$ cat config.mk
export PLATFORM = sky130hd
export DESIGN_NAME = sfr_read_engine
export DESIGN_NICKNAME = d
export VERILOG_FILES = /design/src/rtl/sfr_pkg.sv /design/src/rtl/sfr_latency_map.sv /design/src/rtl/sfr_read_engine.sv
export VERILOG_INCLUDE_DIRS = /design/src /design/src/rtl
export SDC_FILE = /design/constraint.sdc
export NUM_CORES = 1
export LEC_CHECK = 0
export ABC_AREA = 0
export BUFFER_PORTS_ARGS = -buffer_cell sky130_fd_sc_hd__buf_2
export CORE_MARGIN = 2
export CORE_UTILIZATION = 40
export DETAILED_ROUTE_END_ITERATION = 16
export PLACE_DENSITY_LB_ADDON = 0.15
export SLEW_MARGIN = 0
export SYNTH_ARGS = -nofsm -noshare
export SYNTH_HDL_FRONTEND = slang
export SYNTH_HIERARCHICAL = 1
export SYNTH_SLANG_ARGS = --single-unit
$ cat constraint.sdc
create_clock -name sys_clk -period 3.25 [get_ports sys_clk]
set_clock_uncertainty 0.05 [all_clocks]
set_input_delay 0.325 -clock sys_clk [delete_from_list [all_inputs] [get_ports sys_clk]]
set_output_delay 0.325 -clock sys_clk [all_outputs]
set_load 0.01 [all_outputs]
$ cat src/rtl/sfr_params.svh
// Constants of the serial flash read front end: opcodes, beat counts, enables, defaults.
// Included by the latency map and read engine files of the block; holds definitions only.
`ifndef SFR_PARAMS_SVH
`define SFR_PARAMS_SVH

// ==========================================================================
// Array and opcodes
// ==========================================================================
`define SFR_ARRAY_AW       27
`define SFR_OP_FAST        8'h0B
`define SFR_OP_FAST_LONG   8'h0C
`define SFR_OP_QUAD        8'hEB
`define SFR_OP_QUAD_LONG   8'hEC
`define SFR_OP_DDR         8'hED
`define SFR_OP_DDR_LONG    8'hEE
`define SFR_MODE_CONT      4'hA

// ==========================================================================
// Beat counts per phase
// ==========================================================================
`define SFR_BEATS_S3       6'h18
`define SFR_BEATS_S4       6'h20
`define SFR_BEATS_Q3       6'h06
`define SFR_BEATS_Q4       6'h08
`define SFR_OPC_LAST_SPI   6'h07
`define SFR_OPC_LAST_QPI   6'h01
`define SFR_MODE_LAST      6'h01
`define SFR_PRE_CYCLES     5'h04

// ==========================================================================
// Output enables, active low per I/O line
// ==========================================================================
`define SFR_OE_NONE        8'hFF
`define SFR_OE_ALL         8'h00
`define SFR_OE_SINGLE      8'hDD

// ==========================================================================
// Latency lookup default and clock figures in MHz
// ==========================================================================
`define SFR_LAT_DEFAULT    128'h0F0E0D0C0B0A09080706050403020100
`define SFR_SYS_CLK_MHZ    50
`define SFR_SCK_MAX_SDR_MHZ 133
`define SFR_SCK_MAX_DDR_MHZ 102

`endif

$ cat src/rtl/sfr_pkg.sv
// Types of the serial flash read front end.
// Assumes nothing beyond a SystemVerilog elaborator.
package sfr_pkg;

    // ======================================================================
    // States and read types
    // ======================================================================
    typedef enum logic [2:0] {
        ST_IDLE = 3'h0,
        ST_OPC  = 3'h1,
        ST_ADDR = 3'h3,
        ST_MODE = 3'h2,
        ST_LAT  = 3'h6,
        ST_DATA = 3'h7,
        ST_SKIP = 3'h5
    } sfr_state_t;

    typedef enum logic [1:0] {
        RT_SINGLE = 2'h0,
        RT_QUAD   = 2'h1,
        RT_DDR    = 2'h2
    } sfr_rtype_t;

    // ======================================================================
    // Carriers
    // ======================================================================
    // Fields of volatile_config_two and volatile_config_one used by reads.
    typedef struct packed {
        logic       addrLong;
        logic       quadCmd;
        logic       quadEn;
        logic       preEn;
        logic [3:0] latCode;
        logic [7:0] preamble;
    } sfr_cfg_t;

    typedef struct packed {
        logic       sck;
        logic       csN;
        logic [7:0] io;
    } sfr_pins_t;

    typedef struct packed {
        logic [7:0] io;
        logic [7:0] oeN;
    } sfr_drive_t;

endpackage : sfr_pkg

$ cat src/rtl/sfr_latency_map.sv
// Latency lookup: latency code and read type to latency cycle count.
// Assumes the read type is stable while the count is loaded.
`timescale 1ns/10ps
`include "sfr_params.svh"

module sfr_latency_map #(
    parameter logic [127:0] SINGLE_MAP = `SFR_LAT_DEFAULT, // Byte per code, code 0 lowest.
    parameter logic [127:0] QUAD_MAP   = `SFR_LAT_DEFAULT, // Byte per code, code 0 lowest.
    parameter logic [127:0] DDR_MAP    = `SFR_LAT_DEFAULT  // Byte per code, code 0 lowest.
) (
    input  wire sfr_pkg::sfr_rtype_t readType,  // Read type of the command.
    input  wire logic [3:0]          latCode,   // Latency code field.
    output logic [4:0]               latCycles  // Latency cycles for this code.
);

    logic [4:0] singleTab [16];
    logic [4:0] quadTab   [16];
    logic [4:0] ddrTab    [16];

    // ======================================================================
    // Table unpacking
    // ======================================================================
    for (genvar i = 0; i < 16; i++) begin : g_entry
        if (SINGLE_MAP[i*8 +: 8] > 8'h1F || QUAD_MAP[i*8 +: 8] > 8'h1F || DDR_MAP[i*8 +: 8] > 8'h1F) begin : g_bad
            $error("sfr_latency_map: a latency entry exceeds 31 cycles.");
        end
        assign singleTab[i] = SINGLE_MAP[i*8 +: 5];
        assign quadTab[i]   = QUAD_MAP[i*8 +: 5];
        assign ddrTab[i]    = DDR_MAP[i*8 +: 5];
    end

    always_comb begin
        unique case (readType)
            sfr_pkg::RT_QUAD: begin
                latCycles = quadTab[latCode];
            end
            sfr_pkg::RT_DDR: begin
                latCycles = ddrTab[latCode];
            end
            default: begin
                latCycles = singleTab[latCode];
            end
        endcase
    end

endmodule : sfr_latency_map

$ cat src/rtl/sfr_read_engine.sv
// Read-command front end of a serial NOR flash: fast single-width, quad and DDR quad reads.
// Assumes serial clock, chip select and I/O levels are synchronous to sys_clk, and that
// the serial clock is slow enough that each of its levels lasts at least one sys_clk period.
//
// Overview of operation
// - 0Bh address length per select bit; 0Ch four bytes.
// - Fast read waits configured latency before data.
// - Fast read data on the two single lines.
// - Address increments per byte, wraps to zero.
// - EBh address length per select bit; ECh four bytes.
// - Quad reads served only with quad enable set.
// - Quad data byte-wide, changing on falling edges.
// - Mode Axh keeps quad continuous read mode.
// - Other mode byte or mode reset leaves it.
// - Quad command protocol: opcode four bits per rise.
// - DDR address, mode and data on both edges; opcode on rises.
// - Complementary mode nibbles arm DDR continuous mode.
// - Other nibbles or mode reset leave it.
// - Preamble fills four cycles before DDR data.
// - Programmable preamble, MSB first, on all lines.
// - DDR opcode four bits per rise in quad protocol.
// - Latency counted fall to fall; zero means immediate.
// - Chip select high ends any read.
`timescale 1ns/10ps
`include "sfr_params.svh"

module sfr_read_engine #(
    parameter int ARRAY_AW = `SFR_ARRAY_AW // Address bits of the array.
) (
    input  wire logic                sys_clk,     // System clock.
    input  wire logic                rst,         // Synchronous reset, active high.
    input  wire sfr_pkg::sfr_pins_t  pinIn,       // Serial clock, chip select, I/O levels.
    input  wire sfr_pkg::sfr_cfg_t   cfg,         // Volatile configuration fields.
    input  wire logic                modeReset,   // Mode reset command seen, pulse.
    input  wire logic [7:0]          arrayData,   // Array byte at arrayAddr.
    output logic [ARRAY_AW-1:0]      arrayAddr,   // Current read address.
    output sfr_pkg::sfr_drive_t      ioDrive,     // I/O levels and active-low enables.
    output logic                     contMode,    // Instruction-less reads armed.
    output logic                     otherCmd,    // Frame holds a command not served here.
    output logic [7:0]               otherOpcode  // Opcode of that command.
);

    if (ARRAY_AW < 24 || ARRAY_AW > 32) begin : g_bad_aw
        $error("sfr_read_engine: ARRAY_AW must lie between 24 and 32.");
    end

    sfr_pkg::sfr_state_t state;
    sfr_pkg::sfr_rtype_t readType;
    sfr_pkg::sfr_rtype_t decType;
    logic                sckPrev;
    logic                csPrev;
    logic                sckRise;
    logic                sckFall;
    logic                csFall;
    logic                csRise;
    logic                isSingle;
    logic                isDdr;
    logic                capEv;
    logic                opcDone;
    logic                addrEnd;
    logic                dataEv;
    logic                preEv;
    logic                decRead;
    logic                decLong;
    logic                preOn;
    logic                preBit;
    logic                modeGot;
    logic                contPend;
    logic [1:0]          bitSel;
    logic [2:0]          preIdx;
    logic [4:0]          latCnt;
    logic [4:0]          latLut;
    logic [4:0]          latLoad;
    logic [5:0]          cnt;
    logic [5:0]          addrBeats;
    logic [5:0]          decBeats;
    logic [7:0]          opcReg;
    logic [7:0]          nextOpc;
    logic [7:0]          modeReg;
    logic [7:0]          nextMode;
    logic [7:0]          shByte;
    logic [31:0]         addrReg;
    logic [31:0]         nextAddr;
    logic [31:0]         loadAddr;
    logic [ARRAY_AW-1:0] addrInc;

    // ======================================================================
    // Pin edge detection
    // ======================================================================
    always_ff @(posedge sys_clk) begin
        if (rst) begin
            sckPrev <= 1'b0;
            csPrev  <= 1'b1;
        end else begin
            sckPrev <= pinIn.sck;
            csPrev  <= pinIn.csN;
        end
    end

    assign sckRise  = pinIn.sck & ~sckPrev & ~pinIn.csN;
    assign sckFall  = ~pinIn.sck & sckPrev & ~pinIn.csN;
    assign csFall   = ~pinIn.csN & csPrev;
    assign csRise   = pinIn.csN & ~csPrev;
    assign isSingle = (readType == sfr_pkg::RT_SINGLE);
    assign isDdr    = (readType == sfr_pkg::RT_DDR);
    // A DDR address opens on a rise, so the fall after the last opcode bit carries no beat.
    assign capEv    = sckRise | (isDdr & sckFall & (cnt != 6'h00));

    // ======================================================================
    // Opcode decode
    // ======================================================================
    assign nextOpc = cfg.quadCmd ? {opcReg[3:0], pinIn.io[3:0]} : {opcReg[6:0], pinIn.io[0]};
    assign opcDone = (state == sfr_pkg::ST_OPC) && sckRise
                     && (cnt == (cfg.quadCmd ? `SFR_OPC_LAST_QPI : `SFR_OPC_LAST_SPI));

    always_comb begin
        decRead = 1'b1;
        decLong = cfg.addrLong;
        decType = sfr_pkg::RT_SINGLE;
        unique case (nextOpc)
            `SFR_OP_FAST: begin
                decLong = cfg.addrLong;
            end
            `SFR_OP_FAST_LONG: begin
                decLong = 1'b1;
            end
            `SFR_OP_QUAD: begin
                decType = sfr_pkg::RT_QUAD;
            end
            `SFR_OP_QUAD_LONG: begin
                decType = sfr_pkg::RT_QUAD;
                decLong = 1'b1;
            end
            `SFR_OP_DDR: begin
                decType = sfr_pkg::RT_DDR;
            end
            `SFR_OP_DDR_LONG: begin
                decType = sfr_pkg::RT_DDR;
                decLong = 1'b1;
            end
            default: begin
                decRead = 1'b0;
            end
        endcase
        if (decType != sfr_pkg::RT_SINGLE && !cfg.quadEn) begin
            decRead = 1'b0;
        end
        if (decType == sfr_pkg::RT_SINGLE) begin
            decBeats = decLong ? `SFR_BEATS_S4 : `SFR_BEATS_S3;
        end else begin
            decBeats = decLong ? `SFR_BEATS_Q4 : `SFR_BEATS_Q3;
        end
    end

    // ======================================================================
    // Latency lookup
    // ======================================================================
    sfr_latency_map u_lat (
        .readType  (readType),
        .latCode   (cfg.latCode),
        .latCycles (latLut)
    );

    // The mode end of a DDR read is itself a falling edge, so one latency cycle is already spent there.
    assign latLoad = (isDdr && latLut != 5'h00) ? latLut - 5'h01 : latLut;

    // ======================================================================
    // Command sequencer
    // ======================================================================
    assign addrEnd = (state == sfr_pkg::ST_ADDR) && capEv && (cnt == addrBeats - 6'h01);

    always_ff @(posedge sys_clk) begin
        if (rst) begin
            state       <= sfr_pkg::ST_IDLE;
            readType    <= sfr_pkg::RT_SINGLE;
            cnt         <= 6'h00;
            addrBeats   <= `SFR_BEATS_S3;
            latCnt      <= 5'h00;
            otherCmd    <= 1'b0;
            otherOpcode <= 8'h00;
        end else if (pinIn.csN) begin
            state <= sfr_pkg::ST_IDLE;
        end else begin
            unique case (state)
                sfr_pkg::ST_IDLE: begin
                    if (csFall) begin
                        cnt      <= 6'h00;
                        otherCmd <= 1'b0;
                        state    <= contMode ? sfr_pkg::ST_ADDR : sfr_pkg::ST_OPC;
                    end
                end
                sfr_pkg::ST_OPC: begin
                    if (opcDone) begin
                        cnt <= 6'h00;
                        if (decRead) begin
                            state     <= sfr_pkg::ST_ADDR;
                            readType  <= decType;
                            addrBeats <= decBeats;
                        end else begin
                            state       <= sfr_pkg::ST_SKIP;
                            otherCmd    <= 1'b1;
                            otherOpcode <= nextOpc;
                        end
                    end else if (sckRise) begin
                        cnt <= cnt + 6'h01;
                    end
                end
                sfr_pkg::ST_ADDR: begin
                    if (addrEnd) begin
                        cnt    <= 6'h00;
                        latCnt <= latLoad;
                        state  <= isSingle ? sfr_pkg::ST_LAT : sfr_pkg::ST_MODE;
                    end else if (capEv) begin
                        cnt <= cnt + 6'h01;
                    end
                end
                sfr_pkg::ST_MODE: begin
                    if (capEv && cnt == `SFR_MODE_LAST) begin
                        state <= sfr_pkg::ST_LAT;
                    end else if (capEv) begin
                        cnt <= cnt + 6'h01;
                    end
                end
                sfr_pkg::ST_LAT: begin
                    if (sckFall && latCnt == 5'h00) begin
                        state <= sfr_pkg::ST_DATA;
                    end else if (sckFall) begin
                        latCnt <= latCnt - 5'h01;
                    end
                end
                sfr_pkg::ST_DATA, sfr_pkg::ST_SKIP: begin
                    state <= state;
                end
                default: begin
                    state <= sfr_pkg::ST_IDLE;
                end
            endcase
        end
    end

    // ======================================================================
    // Opcode, address and mode shifters
    // ======================================================================
    assign nextAddr = isSingle ? {addrReg[30:0], pinIn.io[0]} : {addrReg[27:0], pinIn.io[3:0]};
    assign nextMode = {modeReg[3:0], pinIn.io[3:0]};
    assign loadAddr = (addrBeats == `SFR_BEATS_S3 || addrBeats == `SFR_BEATS_Q3)
                      ? {8'h00, nextAddr[23:0]} : nextAddr;

    always_ff @(posedge sys_clk) begin
        if (rst) begin
            opcReg  <= 8'h00;
            addrReg <= 32'h0000_0000;
            modeReg <= 8'h00;
        end else begin
            if (state == sfr_pkg::ST_OPC && sckRise) begin
                opcReg <= nextOpc;
            end
            if (state == sfr_pkg::ST_ADDR && capEv) begin
                addrReg <= nextAddr;
            end
            if (state == sfr_pkg::ST_MODE && capEv) begin
                modeReg <= nextMode;
            end
        end
    end

    // ======================================================================
    // Continuous read mode
    // ======================================================================
    always_ff @(posedge sys_clk) begin
        if (rst) begin
            modeGot  <= 1'b0;
            contPend <= 1'b0;
            contMode <= 1'b0;
        end else begin
            if (state == sfr_pkg::ST_MODE && capEv && cnt == `SFR_MODE_LAST) begin
                modeGot  <= 1'b1;
                contPend <= isDdr ? (nextMode[7:4] == ~nextMode[3:0])
                                  : (nextMode[7:4] == `SFR_MODE_CONT);
            end else if (csFall) begin
                modeGot <= 1'b0;
            end
            // A frame cut short before its mode byte leaves the mode untouched.
            if (csRise && modeGot) begin
                contMode <= contPend;
            end else if (modeReset) begin
                contMode <= 1'b0;
            end
        end
    end

    // ======================================================================
    // Address counter
    // ======================================================================
    assign addrInc = arrayAddr + ARRAY_AW'(1);

    always_ff @(posedge sys_clk) begin
        if (rst) begin
            arrayAddr <= '0;
        end else if (addrEnd) begin
            arrayAddr <= loadAddr[ARRAY_AW-1:0];
        end else if (dataEv && (!isSingle || bitSel == 2'h0)) begin
            arrayAddr <= addrInc;
        end
    end

    // ======================================================================
    // Output drive: preamble and data
    // ======================================================================
    assign dataEv = (state == sfr_pkg::ST_LAT && sckFall && latCnt == 5'h00)
                    || (state == sfr_pkg::ST_DATA && (sckFall || (isDdr && sckRise)));
    assign preEv  = state == sfr_pkg::ST_LAT && isDdr && cfg.preEn
                    && ((sckFall && latCnt != 5'h00 && latCnt <= `SFR_PRE_CYCLES) || (sckRise && preOn));
    assign preBit = cfg.preamble[preIdx];

    always_ff @(posedge sys_clk) begin
        if (rst || pinIn.csN) begin
            ioDrive.io  <= 8'h00;
            ioDrive.oeN <= `SFR_OE_NONE;
            bitSel      <= 2'h0;
            shByte      <= 8'h00;
            preIdx      <= 3'h7;
            preOn       <= 1'b0;
        end else if (preEv) begin
            ioDrive.io  <= {8{preBit}};
            ioDrive.oeN <= `SFR_OE_ALL;
            preIdx      <= preIdx - 3'h1;
            preOn       <= 1'b1;
        end else if (dataEv && !isSingle) begin
            ioDrive.io  <= arrayData;
            ioDrive.oeN <= `SFR_OE_ALL;
        end else if (dataEv) begin
            // Each fall carries two bits, MSB pair first: upper line takes the higher bit.
            ioDrive.oeN <= `SFR_OE_SINGLE;
            if (bitSel == 2'h0) begin
                ioDrive.io <= {2'h0, arrayData[7], 3'h0, arrayData[6], 1'b0};
                shByte     <= {arrayData[5:0], 2'h0};
            end else begin
                ioDrive.io <= {2'h0, shByte[7], 3'h0, shByte[6], 1'b0};
                shByte     <= {shByte[5:0], 2'h0};
            end
            bitSel <= bitSel + 2'h1;
        end
    end
endmodule : sfr_read_engine

* Word level (Yosys, flattened, before mapping) *
Memories as Yosys holds them, arrays and structs flattened.
Cells that the tools add are included.

storage, ports and cells
  register bits = 130
  memories kept = 1
  output and inout port bits = 53
  word-level logic and storage cells = 193
  bits in read-only memories = 80

memories
  name              depth  width  rd ports  clocked after Yosys merged registers in  write ports  RTL line               RTL
  (name not given)  16     5      1         0                                        0            sfr_latency_map.sv:41  latCycles = singleTab[latCode];

operators by class
  multiplexer cells = 51
  bitwise operators = 19
  eq/ne operators = 30
  magnitude comparators = 3
  reduce and logical (&&, ||, !) cells = 60
  add/sub/neg operators = 7

operators by type and width
  operator                                          count
  two-way mux 27 bit                                4
  two-way mux 6 bit                                 9
  two-way mux 16 bit                                3
  == test 8 bit, second input constant              4
  two-way mux 5 bit                                 6
  adder 27 x 1 -> 27 bit, second input constant     1
  two-way mux 3 bit                                 8
  one-hot mux 6 bit (4 select lines)                1
  logical AND 1 bit                                 23
  != test 2 bit, second input constant              9
  one-hot mux 3 bit (6 select lines)                1
  == test 8 x 4 -> 1 bit, second input constant     2
  two-way mux 8 bit                                 2
  AND reduction 5 bit                               3
  nonzero test 2 bit                                6
  two-way mux 1 bit                                 11
  one-hot mux 5 bit (2 select lines)                1
  nonzero test 5 bit                                2
  subtractor 5 x 1 -> 5 bit, second input constant  2
  == test 3 bit, second input constant              3
  bitwise AND 1 bit                                 8
  inverter 1 bit                                    8
  AND reduction 4 bit                               2
  OR reduction 2 bit                                4
  other kinds (38)                                  47

* Longest topological paths before layout *
  depth after elaboration = 10
  gate-level depth with buffers = 11
  mapped depth without buffers = 9

* By module *
The synthesis kept the hierarchy.

by module, submodules not included
  module           area each (um^2)  times used  cells an instance
  sfr_read_engine  6672.6            1           790
  sfr_latency_map  41.3              1           6

* Worst setup path before layout *
No wires, ideal clock.

  kind = register to register
  start point = register addrBeats[2]
  end point = register arrayAddr[0]
  clock period less this slack = 2.386 ns
  arrival time = 2.208 ns
  setup slack = 0.864 ns
  path buffers = 1
  stages on the path, launching flop included = 10
  setup time = 0.128 ns
  cell sequence = dfxtp_1 -> inv_1 -> ha_1 -> xnor2_1 -> or4_4 -> a2111oi_4 -> buf_4 -> nor2_1 -> a221oi_1 -> nor2_1

between the ends
  longest elaborated chain between the ends = 4
  elaborated cells between the ends (all ways) = 5
  those cells by class = add/sub: 1; eq/ne: 1; mux: 1; reduce/logical: 2

ends and longest elaborated chain
  what                                                             RTL line                RTL
  start, declared                                                  sfr_read_engine.sv:75   logic [5:0] addrBeats;
  start signal, assigned                                           sfr_read_engine.sv:177  addrBeats <= `SFR_BEATS_S3;
  start signal, assigned                                           sfr_read_engine.sv:198  addrBeats <= decBeats;
  subtractor 6 x 1 -> 6 bit *                                      sfr_read_engine.sv:170  assign addrEnd = (state == sfr_pkg::ST_ADDR) && capEv && (cnt == addrBeats - 6'h01);
  == test 6 bit *                                                  sfr_read_engine.sv:170
  logical AND 1 bit *                                              sfr_read_engine.sv:170
  two-way mux 27 bit / nonzero test 2 bit (equally long branches)  -
  end signal, assigned                                             sfr_read_engine.sv:301  arrayAddr <= loadAddr[ARRAY_AW-1:0];
  end signal, assigned                                             sfr_read_engine.sv:303  arrayAddr <= addrInc;
  end, declared                                                    sfr_read_engine.sv:36   output logic [ARRAY_AW-1:0] arrayAddr,

Mark *: on every way between the ends. The rest lies on a longest branch, timed or not.
A chain may end at the register's enable or synchronous reset.

* Worst setup path after layout *
  start point = register bitSel[0]
  end point = register arrayAddr[15]

between the ends
  longest elaborated chain between the ends = 4

ends and longest elaborated chain
  what                                 RTL line                RTL
  start, declared                      sfr_read_engine.sv:69   logic [1:0] bitSel;
  start signal, assigned               sfr_read_engine.sv:342  bitSel <= bitSel + 2'h1;
  logical NOT 2 bit                    sfr_read_engine.sv:302  end else if (dataEv && (!isSingle || bitSel == 2'h0)) begin
  logical OR 1 bit                     sfr_read_engine.sv:302
  logical AND 1 bit                    sfr_read_engine.sv:302
  nonzero test 2 bit (no source line)  -

No other way between the ends.

==> results.md <==
- In this run the cell area of the synthesized design comes to 0.006714 mm².
- Sequential elements use between 30% and 40% of the synthesized area.
- Wire segments on met2 add up to 8.074 mm in the final route.
- The TritonCTS clock tree is yes.
- The global-route total usage across every layer is approximately a fifth.
- The main flop type after synthesis is sky130_fd_sc_hd__dfxtp_1.
- The worst setup path is of the reg2reg kind.
- STA puts the critical path data required time at ~3.5 ns.
- Across the VDD grid, the largest voltage drop is roughly 340 µV.
- The synthesized design contains 0 enable-type register cells.
- The share of total power in the clock network is 53.6%.
- After the first detailed-routing iteration, the DRC count stood at around 400.
- The worst setup path is launched from a flip-flop.
- The tool flagged a number of max-cap violations equal to 0.
- For this run the aggregate overflow at the end of global routing stands at 0.
- The power spent charging and discharging nets is a little under 0.8 mW.
- The largest driver fanout on the critical path is 16.
- The count of final max-slew check failures is 0.
- The hold violation count in the final report came to 0.
- The die outline width is ~130 µm.
- The number of cell rows is 47.
- The wire length on met1 is around 8.5 mm.
- After legalization and detailed placement, the total HPWL measured about 13 mm.
- Routability-driven placement finished with a final weighted congestion of roughly 0.86.
- The cell sitting at the root of the clock tree is a sky130_fd_sc_hd__clkbuf_16.
- For this design the static power due to leakage is ~3.1 nW.
- The worst setup path is captured at a flip-flop.
- The source-to-sink clock delay at the later pin of the worst-skew pair is around 0.42 ns.
- The number of buffers inserted during clock tree synthesis is 17.
- The H-tree generated during clock tree synthesis spans 4 levels.
- Compared with the post-synthesis result, the final layout area differs by 16.29%.
- The headroom to the max-slew limit is 31.51%.
- The final-layout setup total negative slack is 0 ns.
- After detailed routing, no signal wire sits above met4.
- The number of buffer cells added on primary ports is between 80 and 90.
- The overall die area is ~0.018 mm².
- The initial cell density of the core is a little over 40%.
- The most frequent standard cell in the layout excluding fill and tap cells is sky130_fd_sc_hd__dfxtp_1.
- In this run the post-CTS setup repair buffer count came out at 0.
- A synthesized cell averages 8.435 µm².
- After layout, the worst path uses between 90% and 100% of the clock period.
- The tightest min-delay check is of the in2reg type.
- The switching share of power is approximately 22%.
- The total wire length after detailed routing is 17.67 mm.
- The clock period could shrink to 2.971 ns.
- The repair_antennas step left the layout with diodes totalling 0.
- Timing would allow up to approximately 0.34 GHz.
- After clock tree synthesis, the clock-pin slew on the worst setup and hold paths is about 0.06 ns.
- Post-CTS repair changed the size of 0 cells.
- The total of endpoints with negative setup slack in the final report is 0.
- By area the synthesized netlist is led by sky130_fd_sc_hd__dfxtp_1, sky130_fd_sc_hd__mux2i_1, sky130_fd_sc_hd__nor2_1.
- The worst register-to-register path has a setup slack of between 0.2 and 0.3 ns.
- After detailed routing, the met3 layer carries 830 µm of wire.
- The die boundary height is 133.6 µm.
- Counting distinct cell types in the post-synthesis netlist gives 83.
- Data on the critical path arrives at its endpoint at ~3.3 ns.
- The number of buffers inserted for hold repair after clock tree synthesis is 0.
- The number of nets in the layout is 899.
- The largest area contributor in the synthesized netlist is sky130_fd_sc_hd__dfxtp_1.
- The via count of the first global-routing pass is roughly 5800.
- The largest net degree at the start of global routing is 61.
- The flow ran to the end, and the final reports show no timing, DRC or antenna violations.
- After detailed routing, the number of remaining DRC violations is 0.
- The number of placed I/O pins is 90.
- Counting every net in the synthesized netlist gives ~850.
- No sink is reached through more buffers than the 2 on the longest clock path.
- Setup repair after global routing left no endpoint under its margin.
- The sink count of the clock tree is 120.
- The library cells used most frequently in the layout, excluding fill and tap cells, are sky130_fd_sc_hd__dfxtp_1, sky130_fd_sc_hd__nor2_1, sky130_fd_sc_hd__buf_2, sky130_fd_sc_hd__nand2_1, sky130_fd_sc_hd__mux2i_1.
- The proportion of register bits with asynchronous set or reset after synthesis is 0%.
- The internal portion of the total power is 2.738 mW.
- The cell count after synthesis is slightly below 800.
- The number of antenna violations at the first check in global routing is 0.
- In this run the standard cell core region covers 0.01647 mm².
- The sequential share of power is between 40% and 50%.
- The final route contains roughly 6000 vias.
- The fraction of layout instances using a drive strength above 1 is 18.21%.
- The synthesized flop and latch total is 120.
- The first-pass GRT wire length is 28.90 mm.
- The number of optimization iterations in the first detailed-route pass is 5.
- The Yosys step of the flow raised 6 warnings.
- The worst hold-check slack is 0.1410 ns.
- The transition time at the pin with the least slew margin is slightly above 1 ns.
- The final routed wire length divided by cell count is roughly 16 µm.
- The share of Yosys cell area claimed by the top area cell type is a little over a third.
- The combinational cell fraction of total power is ~4.4%.
- The ratio of total power to cell area is between 400 and 500 mW/mm².
- The count of nets left with antenna violations once routing finished came out at 0.
- The average via count per standard cell is 5.590.
-- critical path, cell delays in order, from the launching register on --
cell                      delay (ns)
sky130_fd_sc_hd__dfxtp_1        0.32
sky130_fd_sc_hd__inv_1          0.05
sky130_fd_sc_hd__ha_1           0.44
sky130_fd_sc_hd__or3_1          0.19
sky130_fd_sc_hd__nand4_1        0.33
sky130_fd_sc_hd__and2_1         0.49
sky130_fd_sc_hd__or3_1          0.52
sky130_fd_sc_hd__or3_1          0.33
sky130_fd_sc_hd__a31oi_1        0.17
-- per-layer routing --
layer	track usage [%]	vias up
met3	3.653	25
met1	26.61	2842
met4	6.797	0
li1	-	3022
met5	0	-
met2	32.79	159
-- power by group through the flow --
stage / clock network, mW / registers [mW] / logic (mW)
after global placement: 0 / 1.51 / 0.151
final: 1.89 / 1.48 / 0.155
after floorplan: 0 / 1.51 / 0.102
after CTS: 1.93 / 1.48 / 0.154
after global routing: 1.99 / 1.48 / 0.172
after detailed placement: 0 / 1.51 / 0.153
-- synth_stat cells, types with 3 or more instances --
| cell type | count |
|---|---|
| sky130_fd_sc_hd__o2111ai_1 | 5 |
| sky130_fd_sc_hd__nand2b_1 | 8 |
| sky130_fd_sc_hd__o21ai_0 | 29 |
| sky130_fd_sc_hd__o32ai_1 | 3 |
| sky130_fd_sc_hd__buf_2 | 15 |
| sky130_fd_sc_hd__xnor2_1 | 13 |
| sky130_fd_sc_hd__and2_1 | 11 |
| sky130_fd_sc_hd__dfxtp_1 | 120 |
| sky130_fd_sc_hd__a21boi_0 | 3 |
| sky130_fd_sc_hd__inv_1 | 26 |
| sky130_fd_sc_hd__o21a_1 | 3 |
| sky130_fd_sc_hd__ha_1 | 13 |
| sky130_fd_sc_hd__mux2i_1 | 55 |
| sky130_fd_sc_hd__or3_1 | 11 |
| sky130_fd_sc_hd__nand2_1 | 62 |
| sky130_fd_sc_hd__nor2_1 | 106 |
| sky130_fd_sc_hd__and3_1 | 8 |
| sky130_fd_sc_hd__and4_1 | 3 |
| sky130_fd_sc_hd__nand3_1 | 21 |
| sky130_fd_sc_hd__buf_4 | 12 |
| sky130_fd_sc_hd__a2111oi_0 | 3 |
| sky130_fd_sc_hd__o211ai_1 | 6 |
| sky130_fd_sc_hd__o311ai_0 | 3 |
| sky130_fd_sc_hd__a211oi_1 | 44 |
| sky130_fd_sc_hd__clkbuf_1 | 32 |
| sky130_fd_sc_hd__o22ai_1 | 5 |
| sky130_fd_sc_hd__a22oi_1 | 4 |
| sky130_fd_sc_hd__mux2_2 | 6 |
| sky130_fd_sc_hd__a311oi_1 | 5 |
| sky130_fd_sc_hd__xor2_1 | 4 |
| sky130_fd_sc_hd__a221oi_1 | 6 |
| sky130_fd_sc_hd__buf_1 | 3 |
| sky130_fd_sc_hd__a211o_1 | 6 |
| sky130_fd_sc_hd__o32a_1 | 3 |
| sky130_fd_sc_hd__nor3b_1 | 5 |
| sky130_fd_sc_hd__a32o_1 | 3 |
| sky130_fd_sc_hd__nand4_1 | 8 |
| sky130_fd_sc_hd__a31oi_1 | 8 |
| sky130_fd_sc_hd__a21oi_1 | 33 |
| sky130_fd_sc_hd__nor2b_1 | 7 |
| sky130_fd_sc_hd__a221o_1 | 4 |
| sky130_fd_sc_hd__a31o_2 | 5 |
| sky130_fd_sc_hd__nor3_1 | 17 |
-- metrics by stage --
stage / setup WS (ns) / utilization, % / area, µm² / power [mW] / std cells
detailed placement: 0.2656 / 43.84 / 7218 / 1.666 / 1050
finish: 0.2791 / 47.42 / 7807 / 3.525 / 1082
CTS: 0.2503 / 47.42 / 7807 / 3.565 / 1082
global placement: 0.3462 / 43.84 / 7218 / 1.664 / 1050
floorplan: 0.8644 / - / 6714 / 1.614 / 796
global route: 0.03143 / 47.42 / 7807 / 3.647 / 1082
-- flip-flops by register name (all words and copies together), names as in the netlist, 2 cells and up --
register     flops
arrayAddr       27
latCnt           5
shByte           6
readType         2
addrBeats        4
cnt              6
addrReg         26
ioDrive         10
otherOpcode      8
modeReg          4
bitSel           2
state            3
opcReg           7
preIdx           3
-- logic make-up after synthesis --
kind of cell / count (synthesis) / synth area share (%)
flip-flops: 120 / 35.78
XOR/XNOR: 18 / 2.572
multiplexers: 63 / 9.877
AND/OR/NAND/NOR: 291 / 21.41
adder cells (fa/ha/maj): 13 / 2.423
other: 1 / 0.05585
buffers and inverters: 90 / 6.206
AO/OA/AOI/OAI: 200 / 21.67
-- worst paths after layout --
path | start | to | cells after the start
max | bitSel[0] | arrayAddr[15] | 8
min | arrayData[0] | ioDrive[8] | 3
max reg2reg | bitSel[0] | arrayAddr[15] | 8
min reg2reg | ioDrive[5] | ioDrive[5] | 2
-- final cells by class --
class | instances | area [µm²]
Fill cell | 1626 | 8658
Clock inverter | 11 | 148.9
Inverter | 26 | 97.59
Timing Repair Buffer | 98 | 535.5
Multi-Input combinational cell | 586 | 3908
Tap cell | 220 | 275.3
Sequential cell | 120 | 2402
Clock buffer | 21 | 440.4
Power figures use the tool's default switching activity.
